File: src/hdl/ifp_params.svh
// offsets, field positions, reset values and timing counts of the fetch core
`ifndef IFP_PARAMS_SVH
`define IFP_PARAMS_SVH

`define IFP_OFS_PCL 8'h00
`define IFP_OFS_CTRL 8'h04
`define IFP_OFS_STAT 8'h08
`define IFP_OFS_PC 8'h0C
`define IFP_OFS_IR 8'h10

`define IFP_CTRL_RUN 0
`define IFP_CTRL_IRQEN 1
`define IFP_CTRL_RST 2'h1

`define IFP_PC_RST 14'h0000
`define IFP_ACC_RST 8'h00

`define IFP_OP_HI 15
`define IFP_OP_LO 13
`define IFP_AOP_HI 9
`define IFP_AOP_LO 8
`define IFP_IMM_HI 7
`define IFP_TGT_HI 12
`define IFP_PAGE_LO 8

`define IFP_PHASES 4

`endif

File: src/hdl/ifp_pkg.sv
// types shared by the fetch core and its sub-blocks
package ifp_pkg;

  typedef enum logic [3:0] {
    IFP_T1 = 4'h1,
    IFP_T2 = 4'h2,
    IFP_T3 = 4'h4,
    IFP_T4 = 4'h8
  } ifp_phase_t;

  typedef enum logic [2:0] {
    OP_NOP = 3'h0,
    OP_ALU = 3'h1,
    OP_SKZ = 3'h2,
    OP_SKNZ = 3'h3,
    OP_CALL = 3'h6,
    OP_JMP = 3'h7
  } ifp_op_t;

  typedef enum logic [5:0] {
    CLS_NOP = 6'h01,
    CLS_ALU = 6'h02,
    CLS_SKZ = 6'h04,
    CLS_SKNZ = 6'h08,
    CLS_JMP = 6'h10,
    CLS_CALL = 6'h20
  } ifp_cls_t;

  typedef enum logic [1:0] {
    ALU_MOV = 2'h0,
    ALU_ADD = 2'h1,
    ALU_AND = 2'h2,
    ALU_XOR = 2'h3
  } ifp_aluop_t;

  typedef struct packed {
    logic vld;
    logic push;
    logic [13:0] tgt;
  } ifp_redir_t;

  typedef struct packed {
    logic vld;
    logic wr;
    logic [7:0] addr;
  } ifp_ahb_ap_t;

endpackage : ifp_pkg
File: src/hdl/ifp_alu.sv
// 8-bit accumulator arithmetic-logic unit
`timescale 1ns/1ps
module ifp_alu #(
  parameter int W = 8
) (
  input wire ifp_pkg::ifp_aluop_t op,
  input wire logic [W-1:0] a,
  input wire logic [W-1:0] b,
  output logic [W-1:0] y
);

  // carry is dropped: the status word at 0x08 holds no carry flag
  always_comb
  begin
    case (op)
      ifp_pkg::ALU_MOV: y = b;
      ifp_pkg::ALU_ADD: y = W'(a + b);
      ifp_pkg::ALU_AND: y = a & b;
      ifp_pkg::ALU_XOR: y = a ^ b;
      default: y = b;
    endcase
  end

endmodule : ifp_alu

File: src/hdl/ifp_core.sv
// instruction fetch pipeline and program counter with AHB-Lite registers
`timescale 1ns/1ps
`include "ifp_params.svh"

// Notes on behaviour
// - four non-overlapping phases from hclk; one full round is an instruction cycle.
// - program counter advances and a new fetch starts at first phase.
// - decode and execute occupy phases two, three and four.
// - next fetch overlaps current execute; plain instructions finish one per cycle.
// - jumps and calls take two cycles: target first, then branch.
// - without a redirect the program counter grows by exactly one.
// - jump, call, interrupt and reset load the target directly.
// - a taken skip drops the prefetched word and runs a dummy cycle.
// - software writes only the low byte of the program counter; the full counter reads at 0x0C.
// - writing the low byte jumps inside the current 256-word page.
// - a low byte write inserts one dummy cycle before the new instruction.
// - execution uses an 8-bit ALU with data through the accumulator.
// - a low byte write keeps the upper program counter bits.
// - after reset execution starts at address zero.
module ifp_core #(
  parameter int PC_W = 14,
  parameter int IR_W = 16
) (
  input wire logic hclk,
  input wire logic hresetn,
  input wire logic hsel,
  input wire logic [31:0] haddr,
  input wire logic [1:0] htrans,
  input wire logic hwrite,
  input wire logic [2:0] hsize,
  input wire logic [31:0] hwdata,
  input wire logic hready,
  output logic hreadyout,
  output logic hresp,
  output logic [31:0] hrdata,
  output logic [PC_W-1:0] imem_addr,
  output logic imem_rd,
  input wire logic [IR_W-1:0] imem_rdata,
  input wire logic irq_req,
  input wire logic [PC_W-1:0] irq_vector,
  output logic irq_ack,
  output logic stack_push,
  output logic [PC_W-1:0] stack_push_addr
);

  function automatic ifp_pkg::ifp_cls_t dec_cls(input logic [IR_W-1:0] ir);
    case (ir[`IFP_OP_HI:`IFP_OP_LO])
      ifp_pkg::OP_ALU: dec_cls = ifp_pkg::CLS_ALU;
      ifp_pkg::OP_SKZ: dec_cls = ifp_pkg::CLS_SKZ;
      ifp_pkg::OP_SKNZ: dec_cls = ifp_pkg::CLS_SKNZ;
      ifp_pkg::OP_CALL: dec_cls = ifp_pkg::CLS_CALL;
      ifp_pkg::OP_JMP: dec_cls = ifp_pkg::CLS_JMP;
      default: dec_cls = ifp_pkg::CLS_NOP;
    endcase
  endfunction : dec_cls

  function automatic logic [PC_W-1:0] pc_inc(input logic [PC_W-1:0] pc);
    pc_inc = PC_W'(pc + 1'b1);
  endfunction : pc_inc

  ifp_pkg::ifp_phase_t phase;
  ifp_pkg::ifp_ahb_ap_t ap_q;
  ifp_pkg::ifp_redir_t redir_q;
  ifp_pkg::ifp_cls_t cls_q;
  logic [1:0] ctrl_q;
  logic rd_wait_q;
  logic [31:0] hrdata_q;
  logic [31:0] rd_word;
  logic [PC_W-1:0] pc_q;
  logic [IR_W-1:0] ir_q;
  logic exec_vld_q;
  logic [7:0] acc_q;
  logic [7:0] alu_q;
  logic [7:0] alu_y;
  logic pcl_pend_q;
  logic [7:0] pcl_dat_q;
  logic irq_ack_q;
  logic push_q;
  logic [PC_W-1:0] push_addr_q;
  logic started_q;
  logic run;
  logic t2;
  logic t3;
  logic cyc_end;
  logic ap_take;
  logic wr_now;
  logic pcl_wr_now;
  logic pcl_apply;
  logic [7:0] pcl_val;
  logic redirect_now;
  logic skip_taken;
  logic irq_take;

  assign run = ctrl_q[`IFP_CTRL_RUN];
  assign t2 = run && phase == ifp_pkg::IFP_T2;
  assign t3 = run && phase == ifp_pkg::IFP_T3;
  assign cyc_end = run && phase == ifp_pkg::IFP_T4;

  ifp_phase_gen u_phase (
    .hclk(hclk),
    .hresetn(hresetn),
    .run(run),
    .phase_q(phase)
  );

  ifp_alu #(.W(8)) u_alu (
    .op(ifp_pkg::ifp_aluop_t'(ir_q[`IFP_AOP_HI:`IFP_AOP_LO])),
    .a(acc_q),
    .b(ir_q[`IFP_IMM_HI:0]),
    .y(alu_y)
  );

  // bus slave: writes take no wait state, reads one
  assign ap_take = hsel && hready && htrans[1];
  assign wr_now = ap_q.vld && ap_q.wr;
  assign pcl_wr_now = wr_now && ap_q.addr == `IFP_OFS_PCL;
  assign hreadyout = !rd_wait_q;
  assign hresp = 1'b0;
  assign hrdata = hrdata_q;

  always_ff @(posedge hclk or negedge hresetn)
  begin
    if (!hresetn)
      ap_q <= '0;
    else if (hready)
    begin
      ap_q.vld <= ap_take;
      ap_q.wr <= hwrite;
      ap_q.addr <= haddr[7:0];
    end
  end

  // sampling in the wait state lets a read follow a write to the same register
  always_ff @(posedge hclk or negedge hresetn)
  begin
    if (!hresetn)
      rd_wait_q <= 1'b0;
    else
      rd_wait_q <= ap_take && !hwrite;
  end

  always_comb
  begin
    case (ap_q.addr)
      `IFP_OFS_PCL: rd_word = {24'h000000, pc_q[7:0]};
      `IFP_OFS_CTRL: rd_word = {30'h00000000, ctrl_q};
      `IFP_OFS_STAT: rd_word = {16'h0000, acc_q, 2'h0, pcl_pend_q, exec_vld_q, phase};
      `IFP_OFS_PC: rd_word = 32'(pc_q);
      `IFP_OFS_IR: rd_word = 32'(ir_q);
      default: rd_word = 32'h00000000;
    endcase
  end

  // reads have no side effect on program flow
  always_ff @(posedge hclk or negedge hresetn)
  begin
    if (!hresetn)
      hrdata_q <= 32'h00000000;
    else if (rd_wait_q)
      hrdata_q <= rd_word;
  end

  always_ff @(posedge hclk or negedge hresetn)
  begin
    if (!hresetn)
      ctrl_q <= `IFP_CTRL_RST;
    else if (wr_now && ap_q.addr == `IFP_OFS_CTRL)
      ctrl_q <= hwdata[1:0];
  end

  // a branch from the instruction stream wins; the low byte write then waits a cycle
  assign pcl_apply = cyc_end && !redir_q.vld && (pcl_pend_q || pcl_wr_now);
  assign pcl_val = pcl_wr_now ? hwdata[7:0] : pcl_dat_q;
  assign redirect_now = pcl_apply || (cyc_end && redir_q.vld);

  // a new write in the apply cycle is used at once, so none is lost
  always_ff @(posedge hclk or negedge hresetn)
  begin
    if (!hresetn)
    begin
      pcl_pend_q <= 1'b0;
      pcl_dat_q <= 8'h00;
    end
    else
    begin
      pcl_pend_q <= (pcl_pend_q || pcl_wr_now) && !pcl_apply;
      if (pcl_wr_now)
        pcl_dat_q <= hwdata[7:0];
    end
  end

  // fetch address is live for the whole cycle; memory answers by the fourth phase
  assign imem_addr = pc_q;
  assign imem_rd = run && phase == ifp_pkg::IFP_T1;

  always_ff @(posedge hclk or negedge hresetn)
  begin
    if (!hresetn)
      pc_q <= PC_W'(`IFP_PC_RST);
    else if (pcl_apply)
      pc_q <= {pc_q[PC_W-1:`IFP_PAGE_LO], pcl_val};
    else if (cyc_end && redir_q.vld)
      pc_q <= redir_q.tgt;
    else if (cyc_end)
      pc_q <= pc_inc(pc_q);
  end

  // the word fetched this cycle executes next; a redirect turns it into a dummy
  always_ff @(posedge hclk or negedge hresetn)
  begin
    if (!hresetn)
    begin
      ir_q <= '0;
      exec_vld_q <= 1'b0;
    end
    else if (cyc_end)
    begin
      ir_q <= imem_rdata;
      exec_vld_q <= !redirect_now;
    end
  end

  always_ff @(posedge hclk or negedge hresetn)
  begin
    if (!hresetn)
      cls_q <= ifp_pkg::CLS_NOP;
    else if (t2)
      cls_q <= exec_vld_q ? dec_cls(ir_q) : ifp_pkg::CLS_NOP;
  end

  assign skip_taken = (cls_q == ifp_pkg::CLS_SKZ && acc_q == 8'h00)
    || (cls_q == ifp_pkg::CLS_SKNZ && acc_q != 8'h00);
  assign irq_take = t3 && ctrl_q[`IFP_CTRL_IRQEN] && irq_req
    && cls_q != ifp_pkg::CLS_JMP && cls_q != ifp_pkg::CLS_CALL && !skip_taken;

  // pc_q already points past the current instruction, so it is the return address
  always_ff @(posedge hclk or negedge hresetn)
  begin
    if (!hresetn)
      redir_q <= '0;
    else if (cyc_end)
      redir_q <= '0;
    else if (t3)
    begin
      redir_q <= '0;
      case (cls_q)
        ifp_pkg::CLS_JMP,
        ifp_pkg::CLS_CALL:
        begin
          redir_q.vld <= 1'b1;
          redir_q.push <= cls_q == ifp_pkg::CLS_CALL;
          redir_q.tgt <= {pc_q[PC_W-1:`IFP_TGT_HI+1], ir_q[`IFP_TGT_HI:0]};
        end
        ifp_pkg::CLS_SKZ,
        ifp_pkg::CLS_SKNZ:
        begin
          redir_q.vld <= skip_taken;
          redir_q.tgt <= pc_inc(pc_q);
        end
        default:
        begin
          redir_q.vld <= irq_take;
          redir_q.push <= irq_take;
          redir_q.tgt <= irq_vector;
        end
      endcase
    end
  end

  always_ff @(posedge hclk or negedge hresetn)
  begin
    if (!hresetn)
      irq_ack_q <= 1'b0;
    else
      irq_ack_q <= irq_take;
  end

  assign irq_ack = irq_ack_q;

  always_ff @(posedge hclk or negedge hresetn)
  begin
    if (!hresetn)
    begin
      push_q <= 1'b0;
      push_addr_q <= '0;
    end
    else
    begin
      push_q <= cyc_end && redir_q.vld && redir_q.push;
      if (cyc_end && redir_q.vld && redir_q.push)
        push_addr_q <= pc_q;
    end
  end

  assign stack_push = push_q;
  assign stack_push_addr = push_addr_q;

  // accumulator: operate in the third phase, write back at the end of the fourth
  always_ff @(posedge hclk or negedge hresetn)
  begin
    if (!hresetn)
      alu_q <= `IFP_ACC_RST;
    else if (t3)
      alu_q <= alu_y;
  end

  always_ff @(posedge hclk or negedge hresetn)
  begin
    if (!hresetn)
      acc_q <= `IFP_ACC_RST;
    else if (cyc_end && cls_q == ifp_pkg::CLS_ALU)
      acc_q <= alu_q;
  end

  always_ff @(posedge hclk or negedge hresetn)
  begin
    if (!hresetn)
      started_q <= 1'b0;
    else if (cyc_end)
      started_q <= 1'b1;
  end
endmodule : ifp_core

File: src/hdl/ifp_phase_gen.sv
// four-phase instruction cycle sequencer
`timescale 1ns/1ps
module ifp_phase_gen (
  input wire logic hclk,
  input wire logic hresetn,
  input wire logic run,
  output ifp_pkg::ifp_phase_t phase_q
);

  // phases never overlap: one hot, advancing one per hclk while run is set
  always_ff @(posedge hclk or negedge hresetn)
  begin
    if (!hresetn)
      phase_q <= ifp_pkg::IFP_T1;
    else if (run)
    begin
      case (phase_q)
        ifp_pkg::IFP_T1: phase_q <= ifp_pkg::IFP_T2;
        ifp_pkg::IFP_T2: phase_q <= ifp_pkg::IFP_T3;
        ifp_pkg::IFP_T3: phase_q <= ifp_pkg::IFP_T4;
        ifp_pkg::IFP_T4: phase_q <= ifp_pkg::IFP_T1;
        default: phase_q <= ifp_pkg::IFP_T1;
      endcase
    end
  end
endmodule : ifp_phase_gen

File: config.mk
export PLATFORM = sky130hd
export DESIGN_NAME = ifp_core
export DESIGN_NICKNAME = d
export VERILOG_FILES = /design/src/hdl/ifp_pkg.sv /design/src/hdl/ifp_alu.sv /design/src/hdl/ifp_core.sv /design/src/hdl/ifp_phase_gen.sv
export VERILOG_INCLUDE_DIRS = /design/src /design/src/hdl
export SDC_FILE = /design/constraint.sdc
export NUM_CORES = 1
export LEC_CHECK = 0
export ABC_AREA = 1
export BUFFER_PORTS_ARGS = -buffer_cell sky130_fd_sc_hd__buf_2
export CAP_MARGIN = 20
export CORE_MARGIN = 2
export CORE_UTILIZATION = 38
export CTS_CLUSTER_DIAMETER = 30
export DETAILED_ROUTE_END_ITERATION = 8
export PLACE_DENSITY = 0.69
export SLEW_MARGIN = 20
export SYNTH_ARGS = -nofsm -noshare
export SYNTH_HDL_FRONTEND = slang
export SYNTH_SLANG_ARGS = --single-unit
File: constraint.sdc
create_clock -name hclk -period 1.61 [get_ports hclk]
set_input_delay 0.161 -clock hclk [delete_from_list [all_inputs] [get_ports hclk]]
set_output_delay 0.161 -clock hclk [all_outputs]
set_load 0.1 [all_outputs]
# Yosys cells after proc, flatten, opt, wreduce, memory -nomap -nowiden

Cells that the tools add are included.

Register bits: 143
Output and inout bits: 65
Word-level logic and storage cells: 106
Input port bits: 105

Muxes and demuxes: 14
Equality and inequality tests: 23
Bitwise gates (word level): 3
Reduce and logical (&&, ||, !) cells: 42
$add $sub $neg: 2

Operators by type and width:

| operator                | number |
|---|---|
| $pmux W16 S5            | 1 |
| $mux W16                | 2 |
| $pmux W8 S4             | 1 |
| $pmux W6 S5             | 1 |
| $mux W14                | 2 |
| $pmux W14 S2            | 1 |
| $logic_and A1 B1 Y1     | 23 |
| $eq A8 B4 Y1 const B    | 2 |
| $logic_not A8 Y1        | 2 |
| $mux W8                 | 2 |
| $add A14 B1 Y14 const B | 1 |
| $pmux W4 S3             | 1 |
| $add A8 B8 Y8           | 1 |
| $and A8 B8 Y8           | 1 |
| $eq A8 B3 Y1 const B    | 1 |
| $eq A8 B5 Y1 const B    | 1 |
| $reduce_bool A8 Y1      | 1 |
| $xor A8 B8 Y8           | 1 |
| $eq A3 B2 Y1 const B    | 2 |
| $eq A3 B3 Y1 const B    | 2 |
| $eq A6 B2 Y1 const B    | 1 |
| $eq A6 B3 Y1 const B    | 1 |
| $eq A6 B4 Y1 const B    | 1 |
| $eq A6 B5 Y1 const B    | 1 |
| other kinds (20)        | 31 |

# Logic depth before layout (Yosys ltp)

Word-level depth: 10
Mapped depth: 11
Depth with buffers taken out: 11

# Modules after synthesis

Synthesis repeated with hierarchy kept, for this count alone.

Cells, all modules: 978
Area total of the unflattened synthesis: 7,078.0 um^2

By module, submodules not included:

| module        | times used | cells an instance | area each (um^2) | seq. area each (um^2) |
|---|---|---|---|---|
| ifp_core      | 1          | 848               | 6,351.1          | 3,080.5 |
| ifp_alu       | 1          | 103               | 530.5            | 0.0 |
| ifp_phase_gen | 1          | 27                | 196.4            | 101.3 |

# Least setup slack after synthesis

No wires, ideal clock.

Kind: register to register
Start point: reg pc_q[0], in the netlist imem_addr[0]
End point: reg pc_q[6], in the netlist imem_addr[6]
Cell stages (with the launch flop): 11
Path slack: -662 ps
Required time: 1,484 ps
Data arrival time: 2,146 ps
Setup time: 126 ps
Cell sequence: dfrtp_1 > ha_1 > nand2_1 > nor2_2 > nand2_1 > o21ai_0 > nand2_1 > nand2_1 > nand2_1 > nand2_1 > nand3_1

Longest elaborated chain between the ends: 4

RTL lines:

| item                     | RTL line        | RTL |
|---|---|---|
| start: declaration       | ifp_core.sv:69  | `logic [PC_W-1:0] pc_q;` |
| start signal: assignment | ifp_core.sv:199 | `` pc_q <= PC_W'(`IFP_PC_RST); `` |
| start signal: assignment | ifp_core.sv:201 | `` pc_q <= {pc_q[PC_W-1:`IFP_PAGE_LO], pcl_val}; `` |
| start signal: assignment | ifp_core.sv:203 | `pc_q <= redir_q.tgt;` |
| $add A14 B1 Y14          | ifp_core.sv:58  | `pc_inc = PC_W'(pc + 1'b1);` |
| $mux W14                 | ifp_core.sv:204 | `else if (cyc_end)` |
| $mux W14                 | ifp_core.sv:202 | `else if (cyc_end && redir_q.vld)` |
| $mux W8                  | ifp_core.sv:200 | `else if (pcl_apply)` |

No other way between the ends. The select of a mux whose other input is x is not followed.
A chain may end at the register's enable or synchronous reset.

# Worst setup path after layout

Start point: reg u_phase.phase_q[0]
End point: out imem_rd

Longest elaborated chain between the ends: 2

RTL lines:

| item                     | RTL line            | RTL |
|---|---|---|
| start: declaration       | ifp_phase_gen.sv:7  | `output ifp_pkg::ifp_phase_t phase_q` |
| start signal: assignment | ifp_phase_gen.sv:14 | `phase_q <= ifp_pkg::IFP_T1;` |
| start signal: assignment | ifp_phase_gen.sv:18 | `ifp_pkg::IFP_T1: phase_q <= ifp_pkg::IFP_T2;` |
| start signal: assignment | ifp_phase_gen.sv:19 | `ifp_pkg::IFP_T2: phase_q <= ifp_pkg::IFP_T3;` |
| $eq A4 B1 Y1             | ifp_core.sv:194     | `assign imem_rd = run && phase == ifp_pkg::IFP_T1;` |
| $logic_and A1 B1 Y1      | ifp_core.sv:194     |  |
| end: declaration         | ifp_core.sv:37      | `output logic imem_rd,` |

No other way between the ends.

==> out/metrics.yaml <==
status:
  status: "finished with violations"
  violations: "negative setup slack"
power:
  ir_drop_v: 0.0007912
  power_frac_comb: 0.339
  swShare: 0.3865
  power.switching_mw: 5.109
  pwr-share-clk: 0.319
  p_leak_nw: 5.169
  p_int_mw: 8.110
  sequentialPowerShare: 0.341
  pwr_density_cell_mw_per_mm2: 1319
  finalPower_mw: 13.22
route:
  initialDrtViolationCount: 631
  detail-route-antenna-nets: 0
  wl_per_cell_um: 15.72
  drt_wl_total_um: 22040
  vias_per_cell: 5.056
  drc_errors: 0
  vias: 7088
  dr.pass1.iters: 5
synth:
  yosysWarningCount: 0
  synth_top_cell_by_area: "dfrtp_1"
  synthArstFlopShare: 1.000
  synth_top_area_share: 0.4400
  yosys.area_share.simple: 0.3144
  synth-compound-area-share: 0.1050
  avgSynthCellArea_um2: 7.478
  yosys-top-cells-area: "dfrtp_1, nand2_1, nand3_1"
  synth_top_family_by_area: "simple AND/OR/NAND/NOR gates"
  synthAdderAreaFrac: 0.01881
  synth-seq-cells: 127
  ys_seq_area_frac: 0.4512
  synthMuxAreaShare: 0.007984
  synth-edff-count: 0
  synthFlopType: "dfrtp_1"
  synth_xor_area_frac: 0.003726
  syn_inst: 943
  syn-cell-area_mm2: 0.007052
  synth_cell_types: 43
die:
  die_width_um: 140.2
  rows: 49
  initial_utilization: 0.3899
  die_h_um: 140.2
  die_area_mm2: 0.01966
  pin_count: 170
  design.core.area_mm2: 0.01809
critical_path:
  cp_cell_sequence: "buf_6 -> nand2_2 -> nor2_2 -> nand2_2 -> inv_2 -> buf_12"
  crit_path_start_kind: "flop"
  worstPathRequired_ns: 1.45
  slowest_delay_ns: 0.53
  rrSetupSlack_ns: -0.06
  cp-end-kind: "output port"
  critPathKind: "reg2out"
  cp_slowest_cell: "dfstp_2"
  cpLargestDelayFamily: "flip-flops"
  crit_top_cell: "nand2_2"
  cp_max_fo: 2
  crit_buf_inv: 3
  arrival_ns: 1.52
final_layout:
  nets: 1275
  final_core_util: 0.5541
  n_antenna_cell: 0
  synthToLayoutAreaGrowth_pct: 42.10
  drive_gt1_frac: 0.3214
  final_cell_area_mm2: 0.01002
sta:
  layout_worst_path_cycle_share: 1.042
  fmax_mhz: 596.1
  rsz0062_at_grt: "yes"
  post-route-min-period_ns: 1.677
  setup_viol: 15
  hold_ws_ns: 0.005573
  fin_skew_ns: 0.02140
  setup_ws_ns: -0.06749
  drv_slew: 0
  hold_viol: 0
placement:
  numPortBuffers: 100
  pre_cts_ws_ns: -0.09424
  place_area_mm2: 0.008212
  gp_congestion: 0.8859
  dp_hpwl_um: 15310
clocking:
  cts_buffer_depth: 2
  clockRootBuffer: "clkbuf_16"
  cts_tree: "yes"
  insertion_delay_ns: 0.43
  clk_pin_slew_ns: 0.06
  numCtsBuffers: 17
  h-tree-depth: 4
  cts_sinks: 127
run:
  drv_cap: 0
global_route:
  gr-total-overflow: 0
  grt_pass1_wl_um: 33710
  grt_usage: 0.2198
  antenna_found_initial: 0
  grt_pass1_vias: 6605
  grt_max_degree: 34
worst_hold_path:
  hp-class: "in2reg"
==> timing repair <==
action                                  CTS  global route
endpoints found under the setup margin   15            69
gates cloned                              0             3
hold buffers                             32             0
gates resized for setup                  17           140
hold endpoints to repair                157             0
pin swaps                                 5            37
setup buffers                             8            24
==> stage by stage <==
step           TNS [ns]  std cells
2_1_floorplan   -0.1036        959
3_3_place_gp   -0.05208       1304
3_5_place_dp    -0.2498       1304
4_1_cts         -0.2501       1376
5_1_grt          -2.604       1402
6_report        -0.5161       1402
==> logic make-up (layout without fill, tap and decap cells) <==
| group | Yosys count | after routing |
|---|---|---|
| compound gates | 125 | 125 |
| xor+xnor | 3 | 3 |
| fa+ha+maj | 10 | 10 |
| buf+inv | 148 | 361 |
| flops | 127 | 127 |
| mux | 5 | 5 |
| other cells | 1 | 17 |
| simple gates | 524 | 525 |
==> synth_stat cells (4+ instances only) <==
cell,count
a21oi_1,18
buf_2,12
buf_4,22
buf_6,5
clkbuf_1,6
dfrtp_1,124
ha_1,9
inv_1,94
inv_2,7
mux2_2,5
nand2_1,359
nand2_2,4
nand2_4,5
nand3_1,76
nand4_1,11
nor2_1,50
nor2_2,4
nor3_1,7
o211ai_1,5
o21ai_0,63
o21ai_1,9
o21ai_2,16
==> layout by cell type, fill, tap and decap left out, types with 3 or more instances in the layout <==
cell	netlist	layout
nor2_4	3	6
o21ai_2	16	22
dlygate4sd3_1	0	32
dfrtp_1	124	108
o21ai_0	63	47
o211ai_1	5	5
buf_2	12	93
dfstp_2	3	3
clkinvlp_4	0	7
nand3_2	2	13
nor2_1	50	41
nand2_1	359	326
nand2_2	4	30
nand2_8	0	6
nand4_1	11	11
bufinv_16	0	5
o21ai_1	9	18
clkbuf_16	0	19
nand2_4	5	7
dfrtp_2	0	10
nand3_1	76	61
inv_2	7	5
conb_1	1	17
mux2_2	5	3
inv_1	94	91
ha_1	9	5
ha_4	0	3
o22ai_1	3	3
nor2_2	4	10
buf_6	5	19
buf_4	22	68
nor3_1	7	6
clkinv_2	0	3
nand3_4	0	4
a21oi_2	1	5
inv_6	0	3
buf_12	0	9
dfrtp_4	0	6
a21oi_1	18	14
==> worst paths after layout <==
kind / to / start / depth (start not counted)
worst min register to register: stack_push_addr[0]$_DFFE_PN0P_ / stack_push_addr[0]$_DFFE_PN0P_ / 2
worst max register to register: alu_q[6]$_DFFE_PN0P_ / acc_q[0]$_DFFE_PN0P_ / 10
max in group asynchronous: cls_q[0]$_DFFE_PN1P_ / hresetn / 3
min in group asynchronous: imem_addr[0]$_DFFE_PN0P_ / hresetn / 2
worst max-delay path: imem_rd / u_phase.phase_q[0]$_DFFE_PN1P_ / 6
worst min-delay path: ir_q[1]$_DFFE_PN0N_ / imem_rdata[1] / 3
==> power groups by stage <==
| stage | clock network, mW | logic [mW] | registers [mW] |
|---|---|---|---|
| after floorplan | 0 | 1.98 | 5.07 |
| after CTS | 4.27 | 4.03 | 4.40 |
| final | 4.22 | 4.49 | 4.51 |
| after detailed placement | 0 | 3.74 | 4.43 |
| after global routing | 4.44 | 4.88 | 4.59 |
| after global placement | 0 | 3.67 | 4.41 |
==> tightest hold or removal path, delay by kind of cell <==
family / cells / cell delay, ns
buffers and inverters: 1 / 0.07
AND/OR/NAND/NOR: 2 / 0.16
==> area by class of cell <==
class	count	area (um2)
repair buffers	226	1770
inverters	103	425.4
multi-input cells	685	3677
fillers	1601	8065
flip-flops and latches	127	3217
clock inverters	15	219.0
well taps	229	286.5
clock buffers	17	425.4
==> metal layers <==
layer  wire length [um]  GRT usage  up-vias
li1                   -          -     3417
met5                  0          0        -
met2              10580     0.3560      257
met4                461    0.07974        0
met3               1393    0.04171       35
met1               9598     0.2950     3379
==> state kept, by name (all words and copies together) (netlist names) <==
name / count
u_phase.phase_q: 4
rd_wait_q: 1
stack_push_addr: 14
hrdata: 16
pcl_pend_q: 1
exec_vld_q: 1
irq_ack: 1
alu_q: 8
cls_q: 6
redir_q: 16
acc_q: 8
ir_q: 16
pcl_dat_q: 8
ctrl_q: 2
stack_push: 1
ap_q: 10
imem_addr: 14
(Power assumes the default switching activity.)
